`src/rtl/scc_params.svh`:
```
// Constants for the channel FIFO port, status and the host sequencer
// How it works
// RQ1: 16-bit bus: rx FIFO read by words only; the host also passes a byte read marked last of a frame
// RQ2: HDLC thresholds 32/16/4/2, default 32
// RQ3: Async/bisync thresholds 1/4/16/32, default 1
// RQ4: Up to 32 rx bytes, fixed address
// RQ5: Threshold interrupt; host reads that many bytes
// RQ6: Message end interrupt and byte count
// RQ7: Message complete command frees rx space
// RQ8: Rx DMA request until last transfer starts
// RQ9: 16-bit bus: tx FIFO written by words; the host also passes a byte write marked last of a frame
// RQ10: Up to 32 tx bytes, then transmit
// RQ11: Tx DMA request until last transfer starts
// RQ12: Status bit 7 shows repeat running
// RQ13: Immediate char busy; no rewrite while set
// RQ14: Command busy; no command write while set
// RQ15: XOFF sets flow state, XON/reset clear
// RQ16: Overflow past 32 bytes, cleared on move
// RQ17: Clear-to-send sampled with transmit clock
// RQ18: Rx not empty in async/bisync
// RQ19: Raw carrier detect level
// RQ20: Hunt clears sync, sync char sets it
// RQ21: Line idle after more than 7 ones
// RQ22: DPLL unlock aborts rx, may halt tx
// RQ23: Transmitter reset clears tx FIFO
// RQ24: Status writes are ignored
`ifndef SCC_PARAMS_SVH
`define SCC_PARAMS_SVH
`define A_FIFO      8'h10
`define A_STAT_LO   8'h12
`define A_STAT_HI   8'h13
`define A_CMD_LO    8'h14
`define A_CMD_HI    8'h15
`define A_CONFIG    8'h16
`define A_IMM_CHAR  8'h18
`define A_RBC_LO    8'h1a
`define A_RBC_HI    8'h1b
`define STAT_HI_RST 8'h10
`define HALF_BYTES  7'd32
`define RX_DEPTH    6'd32
`define B_TX_RESET_CMD      4
`define B_XF        3
`define B_XME       2
`define B_TX_REPEAT_CMD      1
`define B_RMC       15
`define B_HUNT      11
`define LOCAL_CMDS  16'h881e
`define ONES_LIMIT  4'd8
`define H_CTRL      4'h0
`define H_STAT      4'h4
`endif

```
`src/rtl/scc_pkg.sv`:
```
// Types shared by both ends of the channel port
package scc_pkg;
	typedef enum logic [1:0] {
		MODE_HDLC,
		MODE_ASYNC,
		MODE_BISYNC,
		MODE_RSVD
	} proto_mode_t;
	typedef enum {
		H_IDLE,
		H_CHECK,
		H_CHECK_WAIT,
		H_ACCESS,
		H_WAIT
	} host_state_t;
endpackage

```
`src/rtl/scc_bus_if.sv`:
```
// Parallel host bus and DMA request lines between host and channel
`timescale 1ns/100ps
`default_nettype none
interface scc_bus_if;
	logic        bus_sel;
	logic        bus_wr;
	logic        bus_word;
	logic        bus_wide;
	logic [7:0]  bus_addr;
	logic [15:0] bus_wdata;
	logic [15:0] bus_rdata;
	logic        bus_rvalid;
	logic        rx_dma_request;
	logic        tx_dma_request;
	modport device (
		input  bus_sel, bus_wr, bus_word, bus_wide, bus_addr, bus_wdata,
		output bus_rdata, bus_rvalid, rx_dma_request, tx_dma_request
	);
	modport host (
		output bus_sel, bus_wr, bus_word, bus_wide, bus_addr, bus_wdata,
		input  bus_rdata, bus_rvalid, rx_dma_request, tx_dma_request
	);
endinterface
`default_nettype wire

```
`src/rtl/scc_fifo_port.sv`:
```
// Channel FIFO data port, command and status registers
//
// The AXI4-Lite interface to the registers was decided locally.
`timescale 1ns/100ps
`default_nettype none
`include "scc_params.svh"
module scc_fifo_port
	import scc_pkg::*;
(
	// Clock and reset
	input  wire logic        aclk,
	input  wire logic        aresetn,
	// Host bus
	scc_bus_if.device        bus,
	// Receive engine
	input  wire logic        rx_valid,
	input  wire logic [7:0]  rx_byte,
	output logic             rx_ready,
	input  wire logic        rx_end,
	output logic             rx_pool_full_irq,
	output logic             rx_message_end_irq,
	// Transmit engine
	output logic             tx_valid,
	output logic [7:0]       tx_byte,
	input  wire logic        tx_ready,
	output logic [15:0]      command_out,
	input  wire logic [15:0] cmd_done,
	output logic [7:0]       imm_char,
	input  wire logic        imm_char_sent,
	// Line and engine status
	input  wire logic        xoff_seen,
	input  wire logic        xon_seen,
	input  wire logic        cts,
	input  wire logic        tx_clk_en,
	input  wire logic        cd,
	input  wire logic        sync_found,
	input  wire logic        rx_bit_en,
	input  wire logic        rx_bit,
	input  wire logic        dpll_lost,
	input  wire logic        dpll_locked,
	input  wire logic        dpll_tx_clock,
	input  wire logic [2:0]  auto_status,
	output logic             sync_found_irq,
	output logic             rx_abort,
	output logic             tx_halt
);
	logic [7:0]  cfg_ff;
	logic [15:0] cmd_ff;
	logic [7:0]  rdata_lo_ff, rdata_hi_ff;
	logic        rvalid_ff;
	logic [7:0]  rx_mem [0:31];
	logic [5:0]  rx_wr_ff, rx_rd_ff, rx_free_ff, rx_left_ff;
	logic        end_pend_ff;
	logic [11:0] msg_cnt_ff, rbc_ff;
	logic [7:0]  tx_mem [0:63];
	logic [6:0]  tx_wr_ff, tx_rd_ff, tx_com_ff, rep_start_ff;
	logic        repeat_ff, tx_fifo_overflow_ff, imm_busy_ff, flow_ff, cts_ff, tx_armed_ff;
	logic        rli_ff, sync_ff, dpll_unlocked_ff;
	logic [3:0]  ones_ff;
	logic [7:0]  imm_ff;
	proto_mode_t mode;
	logic [1:0]  rx_threshold_sel;
	logic        dma_enable, inband_flow_enable, sync_irq_en, dpll_coding;
	logic        rd_acc, wr_acc, fifo_rd, fifo_wr, tx_reset_cmd, release_tx;
	logic        rx_push, tx_pop;
	logic [5:0]  thr, rx_avail, rx_pop_n;
	logic [6:0]  tx_acc, tx_n;
	logic [7:0]  stat_lo, stat_hi;

	assign mode               = proto_mode_t'(cfg_ff[3:2]);
	assign rx_threshold_sel   = cfg_ff[1:0];
	assign dma_enable         = cfg_ff[4];
	assign inband_flow_enable = cfg_ff[5];
	assign sync_irq_en        = cfg_ff[6];
	assign dpll_coding        = cfg_ff[7];
	assign rd_acc  = bus.bus_sel && !bus.bus_wr;
	assign wr_acc  = bus.bus_sel && bus.bus_wr;
	assign fifo_rd = rd_acc && bus.bus_addr == `A_FIFO;
	assign fifo_wr = wr_acc && bus.bus_addr == `A_FIFO;
	assign tx_reset_cmd    = cmd_ff[`B_TX_RESET_CMD];
	assign command_out = cmd_ff;

	// RQ2 RQ3 threshold decode
	always_comb begin
		if (mode == MODE_HDLC) begin
			case (rx_threshold_sel)
				2'd0: thr = 6'd32;
				2'd1: thr = 6'd16;
				2'd2: thr = 6'd4;
				default: thr = 6'd2;
			endcase
		end else begin
			case (rx_threshold_sel)
				2'd0: thr = 6'd1;
				2'd1: thr = 6'd4;
				2'd2: thr = 6'd16;
				default: thr = 6'd32;
			endcase
		end
	end

	// Receive side pointers; rx_free trails rx_rd until released
	assign rx_avail = rx_wr_ff - rx_rd_ff;
	assign rx_ready = (rx_wr_ff - rx_free_ff) != `RX_DEPTH;
	assign rx_push  = rx_valid && rx_ready;
	// RQ4 fixed-address pop, never past the current block
	assign rx_pop_n = !fifo_rd ? 6'd0 :
		(bus.bus_word && rx_left_ff >= 6'd2) ? 6'd2 :
		(rx_left_ff != 6'd0) ? 6'd1 : 6'd0;

	always_ff @(posedge aclk) begin
		if (rx_push)
			rx_mem[rx_wr_ff[4:0]] <= rx_byte;
	end

	always_ff @(posedge aclk) begin
		if (!aresetn) begin
			rx_wr_ff <= 6'd0;
			rx_rd_ff <= 6'd0;
			rx_free_ff <= 6'd0;
		end else begin
			if (rx_push)
				rx_wr_ff <= rx_wr_ff + 6'd1;
			rx_rd_ff <= rx_rd_ff + rx_pop_n;
			// RQ7 space freed by message complete
			if (cmd_ff[`B_RMC])
				rx_free_ff <= rx_rd_ff;
		end
	end

	// RQ5 RQ6 block events and byte count
	always_ff @(posedge aclk) begin
		if (!aresetn) begin
			rx_left_ff <= 6'd0;
			end_pend_ff <= 1'b0;
			msg_cnt_ff <= 12'd0;
			rbc_ff <= 12'd0;
			rx_pool_full_irq <= 1'b0;
			rx_message_end_irq <= 1'b0;
		end else begin
			rx_pool_full_irq <= 1'b0;
			rx_message_end_irq <= 1'b0;
			rx_left_ff <= rx_left_ff - rx_pop_n;
			msg_cnt_ff <= msg_cnt_ff + {11'd0, rx_push};
			if (rx_end) begin
				end_pend_ff <= 1'b1;
				rbc_ff <= msg_cnt_ff + {11'd0, rx_push};
				msg_cnt_ff <= 12'd0;
			end
			if (rx_left_ff == 6'd0 && end_pend_ff) begin
				rx_left_ff <= rx_avail;
				end_pend_ff <= 1'b0;
				rx_message_end_irq <= 1'b1;
			end else if (rx_left_ff == 6'd0 && rx_avail >= thr && !rx_end) begin
				rx_left_ff <= thr;
				rx_pool_full_irq <= 1'b1;
			end
		end
	end

	// RQ8 request drops as the last transfer starts
	assign bus.rx_dma_request = dma_enable && rx_left_ff != 6'd0 &&
		!(fifo_rd && rx_pop_n == rx_left_ff);

	// Transmit side: accessible half is tx_com..tx_wr
	assign tx_acc = tx_wr_ff - tx_com_ff;
	assign tx_n   = bus.bus_word ? 7'd2 : 7'd1;
	assign release_tx = cmd_ff[`B_XF] && tx_com_ff == tx_rd_ff;
	assign tx_valid = tx_com_ff != tx_rd_ff && !tx_halt && !tx_reset_cmd;
	assign tx_byte  = tx_mem[tx_rd_ff[5:0]];
	assign tx_pop   = tx_valid && tx_ready;

	always_ff @(posedge aclk) begin
		if (fifo_wr && tx_acc + tx_n <= `HALF_BYTES) begin
			tx_mem[tx_wr_ff[5:0]] <= bus.bus_wdata[7:0];
			if (bus.bus_word)
				tx_mem[tx_wr_ff[5:0] + 6'd1] <= bus.bus_wdata[15:8];
		end
	end

	always_ff @(posedge aclk) begin
		if (!aresetn || tx_reset_cmd) begin
			// RQ23 transmitter reset empties FIFO
			tx_wr_ff <= 7'd0;
			tx_rd_ff <= 7'd0;
			tx_com_ff <= 7'd0;
			rep_start_ff <= 7'd0;
			repeat_ff <= 1'b0;
			tx_fifo_overflow_ff <= 1'b0;
		end else begin
			if (fifo_wr && tx_acc + tx_n <= `HALF_BYTES)
				tx_wr_ff <= tx_wr_ff + tx_n;
			// RQ16 overflow on excess bytes
			if (fifo_wr && tx_acc + tx_n > `HALF_BYTES)
				tx_fifo_overflow_ff <= 1'b1;
			else if (release_tx)
				tx_fifo_overflow_ff <= 1'b0;
			if (release_tx) begin
				tx_com_ff <= tx_wr_ff;
				rep_start_ff <= tx_rd_ff;
				// RQ12 repeat runs until reset
				repeat_ff <= cmd_ff[`B_TX_REPEAT_CMD] && cmd_ff[`B_XME];
			end
			// Repeat wraps instead of draining
			if (tx_pop)
				tx_rd_ff <= (repeat_ff && tx_rd_ff + 7'd1 == tx_com_ff) ?
					rep_start_ff : tx_rd_ff + 7'd1;
		end
	end

	// RQ11 request drops as the last transfer starts
	assign bus.tx_dma_request = dma_enable && tx_acc < `HALF_BYTES &&
		!(fifo_wr && tx_acc + tx_n >= `HALF_BYTES);

	// Writable flag stays low until the first transmitter reset, so status reads zero
	always_ff @(posedge aclk) begin
		if (!aresetn)
			tx_armed_ff <= 1'b0;
		else if (tx_reset_cmd)
			tx_armed_ff <= 1'b1;
	end

	// Command bits: writes OR in, set wins over completion
	always_ff @(posedge aclk) begin
		if (!aresetn) begin
			cmd_ff <= 16'h0000;
			cfg_ff <= 8'h00;
		end else begin
			cmd_ff <= (cmd_ff & ~(cmd_done & ~`LOCAL_CMDS) &
				~({16{1'b1}} & `LOCAL_CMDS & {16{!cmd_ff[`B_XF] || release_tx}} &
				{5'h1f, ~cmd_ff[`B_XF], 10'h3ff})) |
				((wr_acc && bus.bus_addr == `A_CMD_LO) ?
					{bus.bus_word ? bus.bus_wdata[15:8] : 8'h00, bus.bus_wdata[7:0]} :
				 (wr_acc && bus.bus_addr == `A_CMD_HI) ?
					{bus.bus_wdata[7:0], 8'h00} : 16'h0000);
			if (wr_acc && bus.bus_addr == `A_CONFIG)
				cfg_ff <= bus.bus_wdata[7:0];
		end
	end

	// RQ13 immediate character accepted only while idle
	always_ff @(posedge aclk) begin
		if (!aresetn) begin
			imm_busy_ff <= 1'b0;
			imm_ff <= 8'h00;
		end else if (wr_acc && bus.bus_addr == `A_IMM_CHAR && !imm_busy_ff &&
				mode == MODE_ASYNC) begin
			imm_busy_ff <= 1'b1;
			imm_ff <= bus.bus_wdata[7:0];
		end else if (imm_char_sent) begin
			imm_busy_ff <= 1'b0;
		end
	end
	assign imm_char = imm_ff;

	// Line status flags
	always_ff @(posedge aclk) begin
		if (!aresetn) begin
			flow_ff <= 1'b0;
			cts_ff <= 1'b0;
			ones_ff <= 4'd0;
			rli_ff <= 1'b1;
			sync_ff <= 1'b0;
			dpll_unlocked_ff <= 1'b0;
			sync_found_irq <= 1'b0;
		end else begin
			// RQ15 in-band flow state
			if (xoff_seen && inband_flow_enable && mode == MODE_ASYNC)
				flow_ff <= 1'b1;
			else if (tx_reset_cmd || xon_seen || !inband_flow_enable)
				flow_ff <= 1'b0;
			// RQ17 level held while clock is absent
			if (tx_clk_en)
				cts_ff <= cts;
			// RQ21 more than seven ones
			if (rx_bit_en) begin
				ones_ff <= !rx_bit ? 4'd0 :
					(ones_ff == `ONES_LIMIT) ? ones_ff : ones_ff + 4'd1;
				rli_ff <= rx_bit && ones_ff >= `ONES_LIMIT - 4'd1;
			end
			// RQ20 sync found wins over hunt
			sync_found_irq <= 1'b0;
			if (sync_found && mode == MODE_BISYNC) begin
				sync_ff <= 1'b1;
				sync_found_irq <= sync_irq_en;
			end else if (cmd_ff[`B_HUNT]) begin
				sync_ff <= 1'b0;
			end
			// RQ22 lock status
			if (dpll_lost && dpll_coding)
				dpll_unlocked_ff <= 1'b1;
			else if (dpll_locked || !dpll_coding)
				dpll_unlocked_ff <= 1'b0;
		end
	end
	assign rx_abort = dpll_unlocked_ff;
	// RQ22 transmit stops in DPLL clock modes
	assign tx_halt  = dpll_unlocked_ff && dpll_tx_clock;

	// RQ12 RQ13 RQ14 RQ16 low status byte
	always_comb begin
		stat_lo = {repeat_ff, 1'b0, imm_busy_ff && mode == MODE_ASYNC, |cmd_ff,
			flow_ff && mode == MODE_ASYNC, tx_fifo_overflow_ff,
			tx_armed_ff && tx_acc < `HALF_BYTES && !tx_reset_cmd, cts_ff};
		// RQ18 RQ19 RQ21 high status byte
		stat_hi = {1'b0, mode != MODE_HDLC && rx_wr_ff != rx_rd_ff, cd,
			(mode == MODE_HDLC) ? rli_ff : (mode == MODE_BISYNC) && sync_ff,
			dpll_unlocked_ff, (mode == MODE_HDLC) ? auto_status : 3'b000};
	end

	// Read port; RQ24 status is read only, writes fall through
	always_ff @(posedge aclk) begin
		if (!aresetn) begin
			rdata_lo_ff <= 8'h00;
			rdata_hi_ff <= 8'h00;
			rvalid_ff <= 1'b0;
		end else begin
			rvalid_ff <= rd_acc;
			if (rd_acc) begin
				rdata_hi_ff <= 8'h00;
				case (bus.bus_addr)
					`A_FIFO: begin
						rdata_lo_ff <= rx_mem[rx_rd_ff[4:0]];
						rdata_hi_ff <= rx_mem[rx_rd_ff[4:0] + 5'd1];
					end
					`A_STAT_LO: begin
						rdata_lo_ff <= stat_lo;
						rdata_hi_ff <= stat_hi;
					end
					`A_STAT_HI: rdata_lo_ff <= stat_hi;
					`A_CMD_LO: begin
						rdata_lo_ff <= cmd_ff[7:0];
						rdata_hi_ff <= cmd_ff[15:8];
					end
					`A_CMD_HI: rdata_lo_ff <= cmd_ff[15:8];
					`A_CONFIG: rdata_lo_ff <= cfg_ff;
					`A_IMM_CHAR: rdata_lo_ff <= imm_ff;
					`A_RBC_LO: begin
						rdata_lo_ff <= rbc_ff[7:0];
						rdata_hi_ff <= {4'h0, rbc_ff[11:8]};
					end
					`A_RBC_HI: rdata_lo_ff <= {4'h0, rbc_ff[11:8]};
					default: rdata_lo_ff <= 8'h00;
				endcase
			end
		end
	end
	assign bus.bus_rdata  = {rdata_hi_ff, rdata_lo_ff};
	assign bus.bus_rvalid = rvalid_ff;
endmodule // scc_fifo_port
`default_nettype wire

```
`src/flat_wrapper.sv`:
```
// flat-port wrapper written by rule: the top's interface ports become plain ports
module scc_fifo_port_flat import scc_pkg::*;
  (aclk, aresetn, rx_valid, rx_byte, rx_ready, rx_end, rx_pool_full_irq, rx_message_end_irq, tx_valid, tx_byte, tx_ready, command_out, cmd_done, imm_char, imm_char_sent, xoff_seen, xon_seen, cts, tx_clk_en, cd, sync_found, rx_bit_en, rx_bit, dpll_lost, dpll_locked, dpll_tx_clock, auto_status, sync_found_irq, rx_abort, tx_halt, bus_bus_sel, bus_bus_wr, bus_bus_word, bus_bus_wide, bus_bus_addr, bus_bus_wdata, bus_bus_rdata, bus_bus_rvalid, bus_rx_dma_request, bus_tx_dma_request);
  scc_bus_if bus_i ();
  input  wire logic aclk;
  input  wire logic aresetn;
  input  wire logic rx_valid;
  input  wire logic [7:0] rx_byte;
  output logic rx_ready;
  input  wire logic rx_end;
  output logic rx_pool_full_irq;
  output logic rx_message_end_irq;
  output logic tx_valid;
  output logic [7:0] tx_byte;
  input  wire logic tx_ready;
  output logic [15:0] command_out;
  input  wire logic [15:0] cmd_done;
  output logic [7:0] imm_char;
  input  wire logic imm_char_sent;
  input  wire logic xoff_seen;
  input  wire logic xon_seen;
  input  wire logic cts;
  input  wire logic tx_clk_en;
  input  wire logic cd;
  input  wire logic sync_found;
  input  wire logic rx_bit_en;
  input  wire logic rx_bit;
  input  wire logic dpll_lost;
  input  wire logic dpll_locked;
  input  wire logic dpll_tx_clock;
  input  wire logic [2:0] auto_status;
  output logic sync_found_irq;
  output logic rx_abort;
  output logic tx_halt;
  input wire logic [$bits(bus_i.bus_sel)-1:0] bus_bus_sel;
  input wire logic [$bits(bus_i.bus_wr)-1:0] bus_bus_wr;
  input wire logic [$bits(bus_i.bus_word)-1:0] bus_bus_word;
  input wire logic [$bits(bus_i.bus_wide)-1:0] bus_bus_wide;
  input wire logic [$bits(bus_i.bus_addr)-1:0] bus_bus_addr;
  input wire logic [$bits(bus_i.bus_wdata)-1:0] bus_bus_wdata;
  output wire logic [$bits(bus_i.bus_rdata)-1:0] bus_bus_rdata;
  output wire logic [$bits(bus_i.bus_rvalid)-1:0] bus_bus_rvalid;
  output wire logic [$bits(bus_i.rx_dma_request)-1:0] bus_rx_dma_request;
  output wire logic [$bits(bus_i.tx_dma_request)-1:0] bus_tx_dma_request;
  assign bus_i.bus_sel = bus_bus_sel;
  assign bus_i.bus_wr = bus_bus_wr;
  assign bus_i.bus_word = bus_bus_word;
  assign bus_i.bus_wide = bus_bus_wide;
  assign bus_i.bus_addr = bus_bus_addr;
  assign bus_i.bus_wdata = bus_bus_wdata;
  assign bus_bus_rdata = bus_i.bus_rdata;
  assign bus_bus_rvalid = bus_i.bus_rvalid;
  assign bus_rx_dma_request = bus_i.rx_dma_request;
  assign bus_tx_dma_request = bus_i.tx_dma_request;
  scc_fifo_port u_core (.aclk(aclk), .aresetn(aresetn), .bus(bus_i), .rx_valid(rx_valid), .rx_byte(rx_byte), .rx_ready(rx_ready), .rx_end(rx_end), .rx_pool_full_irq(rx_pool_full_irq), .rx_message_end_irq(rx_message_end_irq), .tx_valid(tx_valid), .tx_byte(tx_byte), .tx_ready(tx_ready), .command_out(command_out), .cmd_done(cmd_done), .imm_char(imm_char), .imm_char_sent(imm_char_sent), .xoff_seen(xoff_seen), .xon_seen(xon_seen), .cts(cts), .tx_clk_en(tx_clk_en), .cd(cd), .sync_found(sync_found), .rx_bit_en(rx_bit_en), .rx_bit(rx_bit), .dpll_lost(dpll_lost), .dpll_locked(dpll_locked), .dpll_tx_clock(dpll_tx_clock), .auto_status(auto_status), .sync_found_irq(sync_found_irq), .rx_abort(rx_abort), .tx_halt(tx_halt));
endmodule
```
`config.mk`:
```
export PLATFORM = sky130hd
export DESIGN_NAME = scc_fifo_port_flat
export DESIGN_NICKNAME = d
export VERILOG_FILES = /design/src/rtl/scc_pkg.sv /design/src/rtl/scc_bus_if.sv /design/src/rtl/scc_fifo_port.sv /design/src/flat_wrapper.sv
export VERILOG_INCLUDE_DIRS = /design/src /design/src/rtl
export SDC_FILE = /design/constraint.sdc
export NUM_CORES = 2
export LEC_CHECK = 0
export BUFFER_PORTS_ARGS = -buffer_cell sky130_fd_sc_hd__buf_2
export CORE_MARGIN = 2
export CORE_UTILIZATION = 50
export CTS_BUF_LIST = sky130_fd_sc_hd__clkbuf_8
export DETAILED_ROUTE_END_ITERATION = 6
export PLACE_DENSITY_LB_ADDON = 0.25
export SYNTH_ARGS = -nofsm -noshare
export SYNTH_HDL_FRONTEND = slang
export SYNTH_SLANG_ARGS = --single-unit
```
`constraint.sdc`:
```
create_clock -name aclk -period 5.9 [get_ports aclk]
set_clock_uncertainty 0.2 [all_clocks]
set_input_delay 1.18 -clock aclk [delete_from_list [all_inputs] [get_ports aclk]]
set_output_delay 1.18 -clock aclk [all_outputs]
set_load 0.01 [all_outputs]
```
== Yosys cells after proc, flatten, opt, wreduce, memory -nomap -nowiden ==
Memories as Yosys holds them, arrays and structs flattened. A register that Yosys moved wholly into a read port is not among the register bits.
Cells that the tools add are included.

* $add $sub $neg: 13
* Bitwise logic cells: 8
* Eq/ne operators: 21
* Reduce and logical (&&, ||, !) cells: 72
* Mux-type cells: 41
* Order comparisons: 7

{| class="wikitable"
|+ Operators by type and width
! cell !! count
|-
| == test 8 x 5 -> 1 bit (second input constant) || 9
|-
| case mux 8 bit (9 select lines) || 1
|-
| AND 16 bit || 3
|-
| two-way mux 6 bit || 7
|-
| logical AND 1 bit || 41
|-
| case mux 6 bit (3 select lines) || 2
|-
| two-way mux 16 bit || 2
|-
| case mux 8 bit (4 select lines) || 1
|-
| two-way mux 1 bit || 21
|-
| subtractor 6 bit || 3
|-
| NOT 15 -> 16 bit || 1
|-
| NOT 16 bit || 1
|-
| bitwise OR 16 bit || 1
|-
| OR reduction 16 bit || 1
|-
| adder 7 bit || 2
|-
| == test 7 bit || 2
|-
| adder 12 x 1 -> 12 bit || 1
|-
| adder 6 x 1 -> 6 bit (second input constant) || 2
|-
| nonzero test 2 bit || 6
|-
| zero test 1 bit || 11
|-
| two-way mux 4 bit || 2
|-
| two-way mux 8 bit || 1
|-
| adder 7 x 1 -> 7 bit (second input constant) || 1
|-
| >= comparator 7 x 6 -> 1 bit (second input constant) || 1
|-
| other kinds (29) || 39
|}

* Word-level logic and storage cells: 194
* Flip-flop bits (word level): 142
* Output and inout port bits: 58
* Memories: 2
* RAM bits: 768

{| class="wikitable"
|+ Memory list
! name !! depth !! width !! read ports !! clocked after memory_dff !! write ports !! RTL line !! source
|-
| u_core.tx_mem || 64 || 8 || 1 || 1 || 2 || scc_fifo_port.sv:55 || <nowiki>logic [7:0] tx_mem [0:63];</nowiki>
|-
| u_core.rx_mem || 32 || 8 || 2 || 1 || 1 || scc_fifo_port.sv:51 || <nowiki>logic [7:0] rx_mem [0:31];</nowiki>
|}

== Longest topological paths before layout ==
* Depth after elaboration: 8
* Mapped depth: 17
* Mapped depth without buffers: 15

== Least setup slack after synthesis ==
OpenSTA, ideal clock, no wires.

* Path type: input port to output port
* Start: input bus_bus_addr[7]
* End: output bus_rx_dma_request
* Slack: 0.740 ns
* Stages on the path: 10
* Arrival: 3.780 ns
* Path through: or4b_1 > clkbuf_1 > nor3_1 > nand2_1 > clkbuf_1 > nor4b_1 > ha_1 > nand2_1 > nor4_1 > nor3_1

* Longest elaborated chain between the ends: 7

{| class="wikitable"
|+ Ends and longest elaborated chain
! item !! RTL line !! source
|-
| start: declaration || flat_wrapper.sv:39 || <nowiki>input wire logic [$bits(bus_i.bus_addr)-1:0] bus_bus_addr;</nowiki>
|-
| == test 8 x 5 -> 1 bit (no line) (*) || n/a ||
|-
| logical AND 1 bit (no line) (*) || n/a ||
|-
| two-way mux 6 bit || scc_fifo_port.sv:107 || <nowiki>assign rx_pop_n = !fifo_rd ? 6'd0 :</nowiki>
|-
| == test 6 bit || scc_fifo_port.sv:163 || <nowiki>!(fifo_rd && rx_pop_n == rx_left_ff);</nowiki>
|-
| logical AND 1 bit (*) || scc_fifo_port.sv:163 ||
|-
| zero test 1 bit (*) || scc_fifo_port.sv:163 ||
|-
| logical AND 1 bit (*) || scc_fifo_port.sv:162 || <nowiki>assign bus.rx_dma_request = dma_enable && rx_left_ff != 6'd0 &&</nowiki>
|-
| end: declaration || flat_wrapper.sv:43 || <nowiki>output wire logic [$bits(bus_i.rx_dma_request)-1:0] bus_rx_dma_request;</nowiki>
|}

Mark *: on every way between the ends. The rest lies on a longest branch, timed or not.

== Final worst setup path ==
* Start: register u_core.tx_wr_ff[1]
* End: output bus_tx_dma_request

* Longest elaborated chain between the ends: 6
* Elaborated cells on any way between the ends: 8
* Those cells by class: add/sub (2); order compare (2); reduce/logical (4)

{| class="wikitable"
|+ Ends and longest elaborated chain
! item !! RTL line !! source
|-
| start: declaration || scc_fifo_port.sv:56 || <nowiki>logic [6:0] tx_wr_ff, tx_rd_ff, tx_com_ff, rep_start_ff;</nowiki>
|-
| start signal: assignment || scc_fifo_port.sv:192 || <nowiki>tx_wr_ff <= tx_wr_ff + tx_n;</nowiki>
|-
| subtractor 7 bit (*) || scc_fifo_port.sv:166 || <nowiki>assign tx_acc = tx_wr_ff - tx_com_ff;</nowiki>
|-
| adder 7 bit || scc_fifo_port.sv:213 || <nowiki>!(fifo_wr && tx_acc + tx_n >= `HALF_BYTES);</nowiki>
|-
| >= comparator 7 x 6 -> 1 bit (no line) || n/a ||
|-
| logical AND 1 bit (no line) || n/a ||
|-
| zero test 1 bit || scc_fifo_port.sv:213 ||
|-
| logical AND 1 bit (*) || scc_fifo_port.sv:212 || <nowiki>assign bus.tx_dma_request = dma_enable && tx_acc < `HALF_BYTES &&</nowiki>
|-
| end: declaration || flat_wrapper.sv:44 || <nowiki>output wire logic [$bits(bus_i.tx_dma_request)-1:0] bus_tx_dma_request;</nowiki>
|}

Marks and branches as above.

==> impl_metrics.ini <==
[logic_synthesis]
area_leader_netlist = edfxtp_1
synth_sequential_area_ratio = 0.5363
async_reset_ff_frac = 0
synth_nets = 3364
synth_top_area_frac = 0.4753
dominantRegCellSynth = edfxtp_1
netlist_instances = 3246
synth-edff-count = 768
ys_ff_latch = 916
yosys_warnings = 0
synth_top_cells_by_area = edfxtp_1, mux4_2, mux2_2
syn-mean-instance-area_um2 = 14.95
syn_area_um2 = 48520
cell_variety_after_synth = 82

[timing]
timing.final.crit_period_ns = 5.486
setup_tns_ns = 0
period_share = 0.9297
fmax_ghz = 0.1823
report.final.hold_viol_count = 0
report.final.slew_viol_count = 0
transition_time_of_the_tightest_slew_check_pin_ns = 1.200
rsz0062_at_grt = no
setup_viol_count_final = 0
max-slew-margin-rel = 0.1949

[power_and_ir_drop]
power.density_cell_area_nw_per_um2 = 269.9
leakage_nw = 17.79
maximum_vdd_drop_uv = 220.8
design_power_total_w = 0.01445

[status]
violations = design-rule violations
outcome = complete, but fails checks

[clocking]
postCtsSetupRepairBufs = 0
cts_htree_levels = 4
ctsLongestPathBuffers = 3
clock_buffer_count_from_cts = 153
cts_tree = done
library_cell_used_as_clock_root_buffer = clkbuf_8
cts.clk_slew.worst_paths_ns = 0.06
cts_hold_buffers = 0
clk-insertion-delay-late_ns = 0.83
post_cts_repair_resize_count = 0
numClockSinks = 916

[routing]
detailroute.via_count = 30660
drtPass1Iterations = 7
detailedRoute.firstIterationViolations = 2905
detail_route.drc_violations = 5
vias_per_cell = 6.471
drt_antenna_net_count = 0
routed_wire_length_um = 135700
routed_wire_length_per_instance_um = 28.63

[final_layout]
seq_area_um2 = 26040
nFillCells = 7658
commonest_cells_after_routing_fill_and_taps_aside = edfxtp_1, mux2_2, mux4_2, nor2_1, clkbuf_8
instances_no_fill = 4738
mostFrequentLayoutCell = edfxtp_1
post_route_cells_drive_above_1_share = 0.3997
multiInputGateArea_um2 = 21140
layout-area-overhead-vs-synth_pct = 10.35
final_net_count = 3454

[floorplanning]
floorplan.rows = 114
floorplan.core_area_um2 = 96420
initial_utilization = 0.5032
top_level_ports = 130
chipHeight_um = 315.5
die_area_um2 = 99550
fp.dieW_um = 315.5

[global_route]
first_global_vias = 31390
pin_count_of_the_biggest_net_entering_global_routing = 69
remaining_global_route_overflow = 0
grtUsageTotal = 0.2736
grt_pass1_wl_um = 201000
antenna_violations_before_repair = 3

[placed_design]
globalplace.congestion = 0.9508
dp.final_hpwl_um = 88720
port-buffer-count = 122
dpl.cell_count = 4457

[critical_path]
critPathKind = register to primary output
cp_data_arrival_time_ns = 4.11
setup.worst_path.end_class = primary output
crit_fanout = 12
critPathMaxStageDelay_ns = 0.77
critPathLaunchType = register
cp_cell_sequence = inv_1 > fa_1 > nand2b_1 > o2bb2ai_1 > xnor2_1 > nor3_1 > a211oi_1 > buf_2
required_ns = 4.52
critical-path-slowest-cell = xnor2_1

[job]
cap_viol_max_count = 0

[min_path]
hold_path_class = register to register
[where the power goes]
part,switching [W],total [W],internal [W]
combinational,0.000942,0.00182,0.000875
sequential,0.000120,0.00716,0.00704
clock,0.00267,0.00547,0.00280
total,0.00374,0.0145,0.0107
[cells in the mapped netlist (9+ instances only)]
library cell and number:
nor4_2 9, ha_1 40, nor3_1 61, a32o_1 10, a21oi_1 46, edfxtp_1 768, o21a_1 9, a21boi_0 13
o211a_1 11, nor2b_1 58, mux4_2 328, clkbuf_1 224, o211ai_1 16, buf_2 39, nand2_1 124, a22oi_1 82
a31oi_1 11, nor4_1 9, nor2_1 172, inv_1 48, a32oi_2 16, a32oi_1 10, and3b_1 11, o21ai_0 24
or3_1 13, dfxtp_1 148, xnor2_1 30, mux2_2 521, and2_1 17, buf_1 37, a31oi_2 32, and3_1 21
xor2_1 17, nand2b_1 27, mux2i_1 74, a21o_1 12, nand3_1 37, nor3b_1 10
[final timing paths]
| check | to | start | depth (start not counted) | slack (ns) |
|---|---|---|---|---|
| setup / recovery | bus_tx_dma_request | u_core.tx_wr_ff[1] | 8 | 0.41 |
| hold / removal | u_core.tx_armed_ff | u_core.tx_armed_ff | 1 | 0.27 |
| setup reg to reg | u_core.tx_mem[34][3] | u_core.tx_wr_ff[1] | 10 | 0.74 |
| hold reg to reg | u_core.tx_armed_ff | u_core.tx_armed_ff | 1 | 0.27 |
[cells by family after synthesis]
kind of cell,share of synthesized area
AOI/OAI and AO/OA,0.06042
xor gates and xnor gates,0.008483
adders and majority gates,0.01279
buffers and inverters,0.02924
DFF,0.5363
muxes,0.2886
and+or+nand+nor,0.06408
[critical path, delay by kind of cell (launching register included)]
| family | cells | cell delay [ns] |
|---|---|---|
| simple gates | 2 | 0.43 |
| buf+inv | 2 | 0.50 |
| xor+xnor | 1 | 0.77 |
| compound gates | 2 | 0.46 |
| fa+ha+maj | 1 | 0.49 |
| flops | 1 | 0.62 |
[registers in the layout (all words and copies together) (netlist names), 7 cells and up, named ones only]
name                 flops
u_core.cfg_ff            8
u_core.command_out      16
u_core.imm_char          8
u_core.msg_cnt_ff       12
u_core.rbc_ff           12
u_core.rdata_hi_ff       8
u_core.rdata_lo_ff       8
u_core.rep_start_ff      7
u_core.rx_mem          256
u_core.tx_com_ff         7
u_core.tx_mem          512
u_core.tx_rd_ff          7
u_core.tx_wr_ff          7
[layer usage]
layer,track usage,routed length (um),vias up,part of all wire
li1,-,-,13090,-
met1,0.3351,51050,15840,0.38
met2,0.4718,69180,1422,0.51
met3,0.04782,9131,306,0.067
met4,0.1298,6256,3,0.046
met5,0,32,-,0.00024
[stage by stage]
step | hold slack [ns] | utilization | instance area (um2) | worst slack, ns
2_1_floorplan | 0.2249 | - | 48520 | 0.7401
3_3_place_gp | 0.2440 | 0.5247 | 50590 | 0.6823
3_5_place_dp | 0.2538 | 0.5247 | 50590 | 0.6522
4_1_cts | 0.2681 | 0.5552 | 53530 | 0.4153
5_1_grt | 0.2919 | 0.5553 | 53540 | 0.1562
6_report | 0.2663 | 0.5553 | 53540 | 0.4145
[cell type report]
| cell class | instances | share of cell area |
|---|---|---|
| Sequential cell | 916 | 0.4863 |
| Multi-Input combinational cell | 1973 | 0.3949 |
| Clock buffer | 163 | 0.04190 |
| Timing Repair Buffer | 243 | 0.03047 |
| Tap cell | 1276 | 0.02982 |
| Clock inverter | 114 | 0.01297 |
| Inverter | 49 | 0.003435 |
| Antenna cell | 4 | 0.0001869 |
Note: power is estimated with default switching activity, not from simulation.
